<file path="src/hdl/lsc_defines.svh">
// constants for the led, strap, reset and power-down control block
// included by the package and by every design module
`ifndef LSC_DEFINES_SVH
`define LSC_DEFINES_SVH

`define LSC_CLK_HZ 20000000
`define LSC_RESET_MS 1
`define LSC_BLINK_ACT_HZ 10
`define LSC_BLINK_COL_HZ 20

`define LSC_ADDR_W 8
`define LSC_DATA_W 32
`define LSC_CNT_W 32

// register indices, byte address is four times the index
`define LSC_IDX_BCR 0
`define LSC_IDX_CCR 19
`define LSC_IDX_STRAP 20
`define LSC_IDX_STAT 21

`define LSC_BCR_LOOPBACK 14
`define LSC_BCR_SPEED 13
`define LSC_BCR_AUTONEG 12
`define LSC_BCR_PWRDN 11
`define LSC_BCR_DUPLEX 8
`define LSC_CCR_BYPASS 1
`define LSC_STRAP_LSB 3

`define LSC_STAT_RIP 0
`define LSC_STAT_PD 1
`define LSC_STAT_PD_PIN 2
`define LSC_STAT_ADV_LSB 3

`define LSC_BCR_SPEED_RST 1'b1
`define LSC_BCR_DUPLEX_RST 1'b0
`define LSC_BCR_AUTONEG_RST 1'b1

// led index order, strap bit = index + LSC_STRAP_LSB
`define LSC_LED_SPEED_HIGH 0
`define LSC_LED_DUPLEX_COL 1
`define LSC_LED_LINK 2
`define LSC_LED_ACTIVITY 3
`define LSC_LED_SPEED_LOW 4
`define LSC_LED_N 5

// input synchroniser bit order
`define LSC_SY_RST_N 0
`define LSC_SY_PWRDN 1
`define LSC_SY_CFG_A 2
`define LSC_SY_CFG_B 3
`define LSC_SY_AUTONEG 4
`define LSC_SY_LED_LSB 5
`define LSC_SY_N 10

`define LSC_RESP_OKAY 2'h0
`define LSC_RESP_SLVERR 2'h2

`endif

</file>
<file path="src/hdl/lsc_pkg.sv">
// types shared by the led, strap, reset and power-down control block
// assumes lsc_defines.svh is on the include path
`include "lsc_defines.svh"

package lsc_pkg;

    typedef enum logic [1:0] {LSC_HOLD, LSC_WAIT, LSC_RUN} lsc_phase_type;

    typedef struct packed {
        logic awvalid;
        logic [`LSC_ADDR_W-1:0] awaddr;
        logic wvalid;
        logic [`LSC_DATA_W-1:0] wdata;
        logic [`LSC_DATA_W/8-1:0] wstrb;
        logic bready;
        logic arvalid;
        logic [`LSC_ADDR_W-1:0] araddr;
        logic rready;
    } lsc_axi_req_type;

    typedef struct packed {
        logic awready;
        logic wready;
        logic bvalid;
        logic [1:0] bresp;
        logic arready;
        logic rvalid;
        logic [`LSC_DATA_W-1:0] rdata;
        logic [1:0] rresp;
    } lsc_axi_rsp_type;

    // line-side status from the datapath, same clock
    typedef struct packed {
        logic speed_10;
        logic speed_100;
        logic link_good;
        logic rx_act;
        logic tx_act;
        logic collision;
    } lsc_line_stat_type;

endpackage

</file>
<file path="src/hdl/lsc_sync.sv">
// two-flop synchroniser for a group of pin inputs
// assumes the inputs are asynchronous levels; q is the second flop
`timescale 1ns/1ns
`include "lsc_defines.svh"

module lsc_sync #(
    parameter int W = 1,
    parameter logic [W-1:0] RST_VAL = '0
) (
    input wire logic clk_sys,
    input wire logic sys_rst,
    input wire logic ce,
    input wire logic [W-1:0] d,
    output logic [W-1:0] q
);
    typedef struct packed {
        logic [W-1:0] s1;
        logic [W-1:0] s2;
    } lsc_sync_state_type;

    lsc_sync_state_type s_q;
    lsc_sync_state_type s_d;

    always_comb begin
        s_d = s_q;
        s_d.s1 = d;
        s_d.s2 = s_q.s1;
    end

    always_ff @(posedge clk_sys) begin
        if (sys_rst) begin
            s_q <= {RST_VAL, RST_VAL};
        end else if (ce) begin
            s_q <= s_d;
        end
    end

    assign q = s_q.s2;
endmodule

</file>
<file path="src/hdl/lsc_blink.sv">
// square-wave blink source, phase toggles every HALF_CYCLES clocks
// assumes run is a same-clock level; counter restarts while run is low
`timescale 1ns/1ns
`include "lsc_defines.svh"

module lsc_blink #(
    parameter int unsigned HALF_CYCLES = 1000
) (
    input wire logic clk_sys,
    input wire logic sys_rst,
    input wire logic ce,
    input wire logic run,
    output logic phase
);
    typedef struct packed {
        logic [`LSC_CNT_W-1:0] cnt;
        logic phase;
    } lsc_blink_state_type;

    lsc_blink_state_type s_q;
    lsc_blink_state_type s_d;

    always_comb begin
        s_d = s_q;
        if (!run) begin
            s_d.cnt = '0;
            s_d.phase = 1'b1;
        end else if (s_q.cnt == `LSC_CNT_W'(HALF_CYCLES - 1)) begin
            s_d.cnt = '0;
            s_d.phase = ~s_q.phase;
        end else begin
            s_d.cnt = s_q.cnt + `LSC_CNT_W'(1);
        end
    end

    always_ff @(posedge clk_sys) begin
        if (sys_rst) begin
            s_q <= '0;
        end else if (ce) begin
            s_q <= s_d;
        end
    end

    assign phase = s_q.phase;
endmodule

</file>
<file path="src/hdl/lsc_ctrl.sv">
// led drivers, strap latch, reset sequencing and power-down control
// assumes AXI4-Lite master on clk_sys; pins are asynchronous, line status is same-clock
//
// Overview of operation
// - 10M led lit at 10M; strap bit 7
// - activity led blinks 10 Hz; strap bit 6
// - link led on, blinks on activity; bit 5
// - duplex led on full, 20 Hz collision; bit 4
// - 100M led lit at 100M; strap bit 3
// - autoneg on: both config pins pick advertisement
// - autoneg off: pin A sets MLT-3 bypass bit
// - autoneg off: pin B sets loopback bit 14
// - power-up reset always, lasts over 1 ms
// - ready output low until reset completes
// - power-down from pin OR control bit 11
// - power-down floats transmit, leds, isolates MII
// - control bit 8 selects full duplex
`timescale 1ns/1ns
`include "lsc_defines.svh"

module lsc_ctrl
    import lsc_pkg::*;
#(
    parameter int unsigned RESET_CYCLES = (`LSC_RESET_MS * `LSC_CLK_HZ + 999) / 1000 + 1,
    parameter int unsigned ACT_HALF_CYCLES = `LSC_CLK_HZ / (2 * `LSC_BLINK_ACT_HZ),
    parameter int unsigned COL_HALF_CYCLES = `LSC_CLK_HZ / (2 * `LSC_BLINK_COL_HZ)
) (
    input wire logic clk_sys,
    input wire logic sys_rst,
    input wire logic ce,
    input wire lsc_axi_req_type axi_req,
    output lsc_axi_rsp_type axi_rsp,
    input wire lsc_line_stat_type line_stat,
    input wire logic reset_pin_n,
    input wire logic power_down_pin,
    input wire logic config_pin_a,
    input wire logic config_pin_b,
    input wire logic autoneg_strap_pin,
    input wire logic [`LSC_LED_N-1:0] led_i,
    output logic [`LSC_LED_N-1:0] led_o,
    output logic [`LSC_LED_N-1:0] led_oe,
    output logic reset_done,
    output logic power_down,
    output logic tx_hiz,
    output logic mii_isolate,
    output logic loopback_en,
    output logic mlt3_bypass,
    output logic full_duplex,
    output logic speed_100_sel,
    output logic autoneg_en,
    output logic [1:0] adv_sel
);
    typedef struct packed {
        lsc_phase_type phase;
        logic [`LSC_CNT_W-1:0] rst_cnt;
        logic [`LSC_LED_N-1:0] strap;
        logic loopback;
        logic speed100;
        logic autoneg;
        logic pwrdn_bit;
        logic duplex;
        logic bypass;
        logic [1:0] adv;
        logic pd;
        logic rip;
        logic [`LSC_LED_N-1:0] led_o;
        logic [`LSC_LED_N-1:0] led_oe;
        lsc_axi_rsp_type rsp;
        logic aw_have;
        logic [`LSC_ADDR_W-1:0] aw_addr;
        logic w_have;
        logic [`LSC_DATA_W-1:0] w_data;
        logic [`LSC_DATA_W/8-1:0] w_strb;
    } lsc_ctrl_state_type;

    localparam logic [`LSC_SY_N-1:0] SY_RST_VAL = `LSC_SY_N'(1) << `LSC_SY_RST_N;

    lsc_ctrl_state_type s_q;
    lsc_ctrl_state_type s_d;
    logic [`LSC_SY_N-1:0] pins_s;
    logic act_phase;
    logic col_phase;
    logic running;

    lsc_sync #(
        .W(`LSC_SY_N),
        .RST_VAL(SY_RST_VAL)
    ) u_sync (
        .clk_sys(clk_sys),
        .sys_rst(sys_rst),
        .ce(ce),
        .d({led_i, autoneg_strap_pin, config_pin_b, config_pin_a, power_down_pin, reset_pin_n}),
        .q(pins_s)
    );

    assign running = (s_q.phase == LSC_RUN);

    // blink counters restart whenever the device is not running
    lsc_blink #(
        .HALF_CYCLES(ACT_HALF_CYCLES)
    ) u_blink_act (
        .clk_sys(clk_sys),
        .sys_rst(sys_rst),
        .ce(ce),
        .run(running),
        .phase(act_phase)
    );

    lsc_blink #(
        .HALF_CYCLES(COL_HALF_CYCLES)
    ) u_blink_col (
        .clk_sys(clk_sys),
        .sys_rst(sys_rst),
        .ce(ce),
        .run(running),
        .phase(col_phase)
    );

    function automatic logic [15:0] merge16(
        input logic [15:0] cur,
        input logic [`LSC_DATA_W-1:0] wd,
        input logic [`LSC_DATA_W/8-1:0] st
    );
        logic [15:0] r;
        r = cur;
        if (st[0]) begin
            r[7:0] = wd[7:0];
        end
        if (st[1]) begin
            r[15:8] = wd[15:8];
        end
        return r;
    endfunction

    function automatic logic [15:0] bcr_word(input lsc_ctrl_state_type s);
        logic [15:0] r;
        r = '0;
        r[`LSC_BCR_LOOPBACK] = s.loopback;
        r[`LSC_BCR_SPEED] = s.speed100;
        r[`LSC_BCR_AUTONEG] = s.autoneg;
        r[`LSC_BCR_PWRDN] = s.pwrdn_bit;
        r[`LSC_BCR_DUPLEX] = s.duplex;
        return r;
    endfunction

    function automatic logic [15:0] ccr_word(input lsc_ctrl_state_type s);
        logic [15:0] r;
        r = '0;
        r[`LSC_CCR_BYPASS] = s.bypass;
        return r;
    endfunction

    always_comb begin
        logic [`LSC_ADDR_W-3:0] idx;
        logic [15:0] nw;
        logic [`LSC_LED_N-1:0] lit;
        logic line_act;
        idx = '0;
        nw = '0;
        lit = '0;
        line_act = line_stat.rx_act | line_stat.tx_act;
        s_d = s_q;

        // read channel: data registered at the address handshake
        if (s_q.rsp.rvalid && axi_req.rready) begin
            s_d.rsp.rvalid = 1'b0;
        end
        if (s_q.rsp.arready && axi_req.arvalid) begin
            idx = axi_req.araddr[`LSC_ADDR_W-1:2];
            s_d.rsp.rvalid = 1'b1;
            s_d.rsp.rresp = `LSC_RESP_OKAY;
            s_d.rsp.rdata = '0;
            case (idx)
                `LSC_IDX_BCR: begin
                    s_d.rsp.rdata[15:0] = bcr_word(s_q);
                end
                `LSC_IDX_CCR: begin
                    s_d.rsp.rdata[15:0] = ccr_word(s_q);
                end
                `LSC_IDX_STRAP: begin
                    s_d.rsp.rdata[`LSC_STRAP_LSB +: `LSC_LED_N] = s_q.strap;
                end
                `LSC_IDX_STAT: begin
                    s_d.rsp.rdata[`LSC_STAT_RIP] = s_q.rip;
                    s_d.rsp.rdata[`LSC_STAT_PD] = s_q.pd;
                    s_d.rsp.rdata[`LSC_STAT_PD_PIN] = pins_s[`LSC_SY_PWRDN];
                    s_d.rsp.rdata[`LSC_STAT_ADV_LSB +: 2] = s_q.adv;
                end
                default: begin
                    s_d.rsp.rresp = `LSC_RESP_SLVERR;
                end
            endcase
        end
        s_d.rsp.arready = !s_d.rsp.rvalid;

        // write channel: address and data taken in either order
        if (s_q.rsp.bvalid && axi_req.bready) begin
            s_d.rsp.bvalid = 1'b0;
        end
        if (s_q.rsp.awready && axi_req.awvalid) begin
            s_d.aw_have = 1'b1;
            s_d.aw_addr = axi_req.awaddr;
        end
        if (s_q.rsp.wready && axi_req.wvalid) begin
            s_d.w_have = 1'b1;
            s_d.w_data = axi_req.wdata;
            s_d.w_strb = axi_req.wstrb;
        end
        if (s_q.aw_have && s_q.w_have && !s_q.rsp.bvalid) begin
            s_d.aw_have = 1'b0;
            s_d.w_have = 1'b0;
            s_d.rsp.bvalid = 1'b1;
            s_d.rsp.bresp = `LSC_RESP_OKAY;
            idx = s_q.aw_addr[`LSC_ADDR_W-1:2];
            if (!running) begin
                // registers are not writable until reset completes
                s_d.rsp.bresp = `LSC_RESP_SLVERR;
            end else begin
                case (idx)
                    `LSC_IDX_BCR: begin
                        nw = merge16(bcr_word(s_q), s_q.w_data, s_q.w_strb);
                        s_d.loopback = nw[`LSC_BCR_LOOPBACK];
                        s_d.speed100 = nw[`LSC_BCR_SPEED];
                        s_d.autoneg = nw[`LSC_BCR_AUTONEG];
                        s_d.pwrdn_bit = nw[`LSC_BCR_PWRDN];
                        s_d.duplex = nw[`LSC_BCR_DUPLEX];
                    end
                    `LSC_IDX_CCR: begin
                        nw = merge16(ccr_word(s_q), s_q.w_data, s_q.w_strb);
                        s_d.bypass = nw[`LSC_CCR_BYPASS];
                    end
                    // read-only registers accept the write and keep their value
                    `LSC_IDX_STRAP, `LSC_IDX_STAT: begin
                        s_d.rsp.bresp = `LSC_RESP_OKAY;
                    end
                    default: begin
                        s_d.rsp.bresp = `LSC_RESP_SLVERR;
                    end
                endcase
            end
        end
        s_d.rsp.awready = !s_d.aw_have && !s_d.rsp.bvalid;
        s_d.rsp.wready = !s_d.w_have && !s_d.rsp.bvalid;

        // reset sequencing; leds float so the straps can be sampled
        case (s_q.phase)
            LSC_HOLD: begin
                s_d.rst_cnt = '0;
                if (pins_s[`LSC_SY_RST_N]) begin
                    s_d.phase = LSC_WAIT;
                end
            end
            LSC_WAIT: begin
                s_d.rst_cnt = s_q.rst_cnt + `LSC_CNT_W'(1);
                if (s_q.rst_cnt == `LSC_CNT_W'(RESET_CYCLES - 1)) begin
                    s_d.phase = LSC_RUN;
                    s_d.rip = 1'b1;
                    s_d.strap = pins_s[`LSC_SY_LED_LSB +: `LSC_LED_N];
                    s_d.autoneg = pins_s[`LSC_SY_AUTONEG];
                    if (pins_s[`LSC_SY_AUTONEG]) begin
                        s_d.adv = {pins_s[`LSC_SY_CFG_B], pins_s[`LSC_SY_CFG_A]};
                        s_d.bypass = 1'b0;
                        s_d.loopback = 1'b0;
                    end else begin
                        s_d.adv = 2'h0;
                        s_d.bypass = pins_s[`LSC_SY_CFG_A];
                        s_d.loopback = pins_s[`LSC_SY_CFG_B];
                    end
                end
            end
            LSC_RUN: begin
                s_d.rst_cnt = '0;
            end
            default: begin
                s_d.phase = LSC_HOLD;
            end
        endcase

        // a low reset pin restarts the whole sequence and returns control to its reset values
        if (!pins_s[`LSC_SY_RST_N]) begin
            s_d.phase = LSC_HOLD;
            s_d.rst_cnt = '0;
            s_d.rip = 1'b0;
            s_d.loopback = 1'b0;
            s_d.speed100 = `LSC_BCR_SPEED_RST;
            s_d.autoneg = `LSC_BCR_AUTONEG_RST;
            s_d.pwrdn_bit = 1'b0;
            s_d.duplex = `LSC_BCR_DUPLEX_RST;
            s_d.bypass = 1'b0;
            s_d.adv = 2'h0;
        end

        s_d.pd = pins_s[`LSC_SY_PWRDN] | s_d.pwrdn_bit;

        // lit state of each led
        lit[`LSC_LED_SPEED_LOW] = line_stat.speed_10;
        lit[`LSC_LED_ACTIVITY] = line_act & act_phase;
        lit[`LSC_LED_LINK] = line_act ? act_phase : line_stat.link_good;
        lit[`LSC_LED_DUPLEX_COL] = s_q.duplex | (line_stat.collision & col_phase);
        lit[`LSC_LED_SPEED_HIGH] = line_stat.speed_100;

        if ((s_d.phase == LSC_RUN) && !s_d.pd) begin
            s_d.led_oe = '1;
            s_d.led_o = s_d.strap ^ lit;
        end else begin
            s_d.led_oe = '0;
            s_d.led_o = '0;
        end
    end

    always_ff @(posedge clk_sys) begin
        if (sys_rst) begin
            // power-up reset runs whatever the reset pin shows
            s_q <= '0;
            s_q.phase <= LSC_WAIT;
            s_q.speed100 <= `LSC_BCR_SPEED_RST;
            s_q.autoneg <= `LSC_BCR_AUTONEG_RST;
            s_q.duplex <= `LSC_BCR_DUPLEX_RST;
            s_q.rsp.awready <= 1'b1;
            s_q.rsp.wready <= 1'b1;
            s_q.rsp.arready <= 1'b1;
        end else if (ce) begin
            s_q <= s_d;
        end
    end

    assign axi_rsp = s_q.rsp;
    assign led_o = s_q.led_o;
    assign led_oe = s_q.led_oe;
    assign reset_done = s_q.rip;
    assign power_down = s_q.pd;
    assign tx_hiz = s_q.pd;
    assign mii_isolate = s_q.pd;
    assign loopback_en = s_q.loopback;
    assign mlt3_bypass = s_q.bypass;
    assign full_duplex = s_q.duplex;
    assign speed_100_sel = s_q.speed100;
    assign autoneg_en = s_q.autoneg;
    assign adv_sel = s_q.adv;
endmodule

</file>
<file path="config.mk">
export PLATFORM = sky130hd
export DESIGN_NAME = lsc_ctrl
export DESIGN_NICKNAME = d
export VERILOG_FILES = /design/src/hdl/lsc_pkg.sv /design/src/hdl/lsc_sync.sv /design/src/hdl/lsc_blink.sv /design/src/hdl/lsc_ctrl.sv
export VERILOG_INCLUDE_DIRS = /design/src /design/src/hdl
export SDC_FILE = /design/constraint.sdc
export NUM_CORES = 1
export LEC_CHECK = 0
export ABC_AREA = 1
export ABC_CLOCK_PERIOD_IN_PS = 3700
export BUFFER_PORTS_ARGS = -buffer_cell sky130_fd_sc_hd__clkbuf_2
export CAP_MARGIN = 20
export CORE_ASPECT_RATIO = 0.5
export CORE_UTILIZATION = 60
export CTS_BUF_LIST = sky130_fd_sc_hd__clkbuf_8
export CTS_CLUSTER_SIZE = 20
export DETAILED_ROUTE_END_ITERATION = 6
export PLACE_DENSITY = 0.88
export SETUP_SLACK_MARGIN = 0.4
export SYNTH_ARGS = -nofsm -noshare
export SYNTH_HDL_FRONTEND = slang
export SYNTH_SLANG_ARGS = --single-unit
</file>
<file path="constraint.sdc">
create_clock -name clk_sys -period 3.7 [get_ports clk_sys]
set_clock_uncertainty 0.2 [all_clocks]
set_input_delay 0.74 -clock clk_sys [delete_from_list [all_inputs] [get_ports clk_sys]]
set_output_delay 0.74 -clock clk_sys [all_outputs]
set_load 0.005 [all_outputs]
</file>
==> key figures <==
Die
  • Die width: 179 um
  • # IOs: roughly 140
  • Floorplan core area: 0.0149 sq mm
  • Row count: 31
  • Chip height: 90.3 um
  • DIE AREA: 0.0161 sq mm
  • Initial core utilization: a little over three fifths

Timing
  • Setup TNS Final: 0 ns
  • Peak Freq: 437 MHz
  • Slew HR: 49.9%
  • Final Hold Viols: 0
  • Post-route clock period utilization: 61.9%
  • RSZ-0062 raised after global routing: no
  • Min Hold Slack: 0.255 ns
  • Minimum clock period: 2.29 ns
  • Finish-stage setup viols: 0
  • Worst-Margin Slew: around 0.75 ns
  • Final Max Slew Viols: 0

Critical path
  • CP max FO: 13
  • Required time of the critical path: between 3 and 4 ns
  • Worst Setup Start Kind: register
  • CP arrival: 2.47 ns
  • Crit Path Class: reg2reg
  • Nature of the critical path endpoint: register
  • Worst R2R Setup Slack: about 1.4 ns

Layout
  • Fillers: about 1.3k
  • Antenna cells: 0
  • Final Net Count: around 1.5k
  • Layout cells sized above 1: around 11%
  • Synth-to-Final Area Change: 6.80%
  • Final Cell Area: 0.0100 sq mm

Placement
  • Post-DP HPWL: between 15,000 and 20,000 um
  • Number of port buffers: 84
  • Placed cell area: ~0.0096 sq mm
  • GP Congestion: 0.971

Logic synthesis
  • Ranking of synthesized cells by area: dfxtp_1, nand2_1, nor2_1
  • Distinct cells, synth: 46
  • Yosys top cell by area: dfxtp_1
  • Ys Warns: 0
  • Top-area cell type share of the netlist area: approximately 38%
  • Synthesized area per cell: 6.75 sq um
  • Seq cells post-synth: 177
  • Sequential cell area fraction in the yosys report: 37.9%
  • Post-synthesis cell count: 1,387
  • Predominant post-synthesis flop cell: dfxtp_1
  • Top cells by count, synth: nand2_1, nor2_1, dfxtp_1
  • Post-synth EDFFs: 0
  • Mapped cell area: 0.00936 sq mm
  • Post-synth ARST share: 0%
  • Most common cell in the netlist: nand2_1

Route
  • DR iter-0 viols: 779
  • Total wire length: approximately 22,000 um
  • DR DRC count: 0
  • Routed vias/inst: 5.57
  • Antenna viol nets, final: 0
  • First-pass iteration count of the detailed router: 5
  • DR vias: 9,105
  • Drt wl/cell: ~13 um

CTS
  • CTS Buffer Depth: 2
  • TritonCTS clock tree: built
  • Total CTS buffers: 17
  • Setup Fix Bufs, Post-CTS: 0
  • Clock sink count: 177
  • Clock root buffer: clkbuf_8
  • Post_cts resized: 0
  • CTS Hold Buffers Added: 0
  • Worst-path clk slew: 0.10 ns
  • H-tree levels: 4
  • Worst skew pair latency: 0.46 ns

Power and ir drop
  • Clock Power Share: between 30 and 40%
  • Sequential share of power: ~54%
  • NetSw: 1.00 mW
  • P_int: 2.68 mW
  • Lkg Pwr: 4.05 nW
  • Sw frac: 27.2%
  • Comb pwr share: 8.0%
  • Peak VDD IR: 237 uV
  • PnR Total Power: 3.68 mW
  • PwrDens: 368 mW/mm^2

Global routing
  • First-pass GRT wire length: 37,800 um
  • Grt met1 use: 35.7%
  • Vias in the first global route: 8,427
  • Met2 GRT Util: roughly half
  • Pin count of the biggest net entering global routing: 76
  • Initial antenna violation count: 0
  • Grt ovf: 0
  • GR Layer Usage met3: 4.25%
  • Tot GR Track Use: 28.3%
  • GRT busiest layer: met2

Job
  • Max_cap viols: 0

Hold path
  • Worst Hold Class: reg2reg

Run status
  • Run status: finished clean
-- flip-flops by register name, indices dropped and copies added (netlist names), 2 cells and up --
signal and cells:
led_o 5, adv_sel 2, u_blink_act.s_q 32, s_q 56, u_blink_col.s_q 32, u_sync.q 10, u_sync.s_d 10, axi_rsp 20
-- power by group through the flow --
| stage | sequential (mW) | combinational, mW | clock (mW) |
|---|---|---|---|
| after floorplan | 2.03 | 0.232 | 0 |
| final | 2.00 | 0.293 | 1.39 |
| after detailed placement | 2.04 | 0.289 | 0 |
| after CTS | 1.99 | 0.291 | 1.40 |
| after global placement | 2.04 | 0.276 | 0 |
| after global routing | 2.00 | 0.330 | 1.49 |
-- worst max-delay path: stages, from the launching register on --
cell,delay (ns)
dfxtp_1,0.44
inv_1,0.10
nor2_2,0.43
inv_1,0.15
nor2_4,0.22
nand3_2,0.13
nand2_1,0.10
inv_1,0.06
nor2_4,0.15
nand3_1,0.11
a21oi_1,0.14
-- layer usage --
metal	wire length, um	vias to the layer above	share of wire, %
li1	-	4510	-
met1	9470	4219	43
met2	10800	331	49
met3	1330	45	6.0
met4	438	0	2.0
met5	0	-	0
-- stage by stage --
step | std cells | worst slack [ns] | util (%)
3_3_place_gp | 1603 | 1.13 | 64.5
5_1_grt | 1635 | 1.14 | 67.3
6_report | 1635 | 1.41 | 67.3
3_5_place_dp | 1603 | 1.08 | 64.5
2_1_floorplan | 1407 | 1.70 | -
4_1_cts | 1635 | 1.45 | 67.3
-- logic make-up after synthesis --
family | count (synthesis) | share of synthesized area, %
xor gates and xnor gates | 36 | 3.37
other | 1 | 0.0401
AOI/OAI and AO/OA | 210 | 12.2
DFF | 177 | 37.9
adders and majority gates | 4 | 0.535
buffers and inverters | 279 | 13.7
and+or+nand+nor | 680 | 32.3
-- path summary, 6_finish.rpt --
check / startpoint / end / cells after the start
setup / recovery: s_q[144]$_SDFFE_PP1P_ / led_o[1]$_SDFFE_PP0P_ / 10
hold / removal: s_q[17]$_SDFFE_PP0P_ / s_q[17]$_SDFFE_PP0P_ / 2
setup reg to reg: s_q[144]$_SDFFE_PP1P_ / led_o[1]$_SDFFE_PP0P_ / 10
hold reg to reg: s_q[17]$_SDFFE_PP0P_ / s_q[17]$_SDFFE_PP0P_ / 2
-- layout by cell type, fill, tap and decap left out, types with 3 or more instances in the layout --
cell and n:
a211oi_1 5, a21oi_1 102, a31oi_1 3, buf_4 7, clkbuf_2 84, clkbuf_8 17
clkinv_4 4, conb_1 21, dfxtp_1 177, ha_1 4, inv_1 176, inv_2 10
inv_6 3, nand2_1 251, nand3_1 112, nand3_2 3, nand4_1 35, nor2_1 194
nor2_2 6, nor2_4 6, nor3_1 44, nor3_2 8, nor4_1 11, o211ai_1 10
o21ai_0 73, o21ai_1 3, o221ai_1 3, xnor2_1 9, xor2_1 27
-- layout make-up --
class / instances / area [sq um] / area share [%]
Sequential cell: 177 / 3540 / 35.4
Inverter: 185 / 694 / 6.95
Clock inverter: 15 / 176 / 1.76
Clock buffer: 17 / 234 / 2.34
Tap cell: 198 / 248 / 2.48
Timing Repair Buffer: 92 / 493 / 4.93
Multi-Input combinational cell: 951 / 4610 / 46.1
Note: power is estimated with default switching activity, not from simulation.
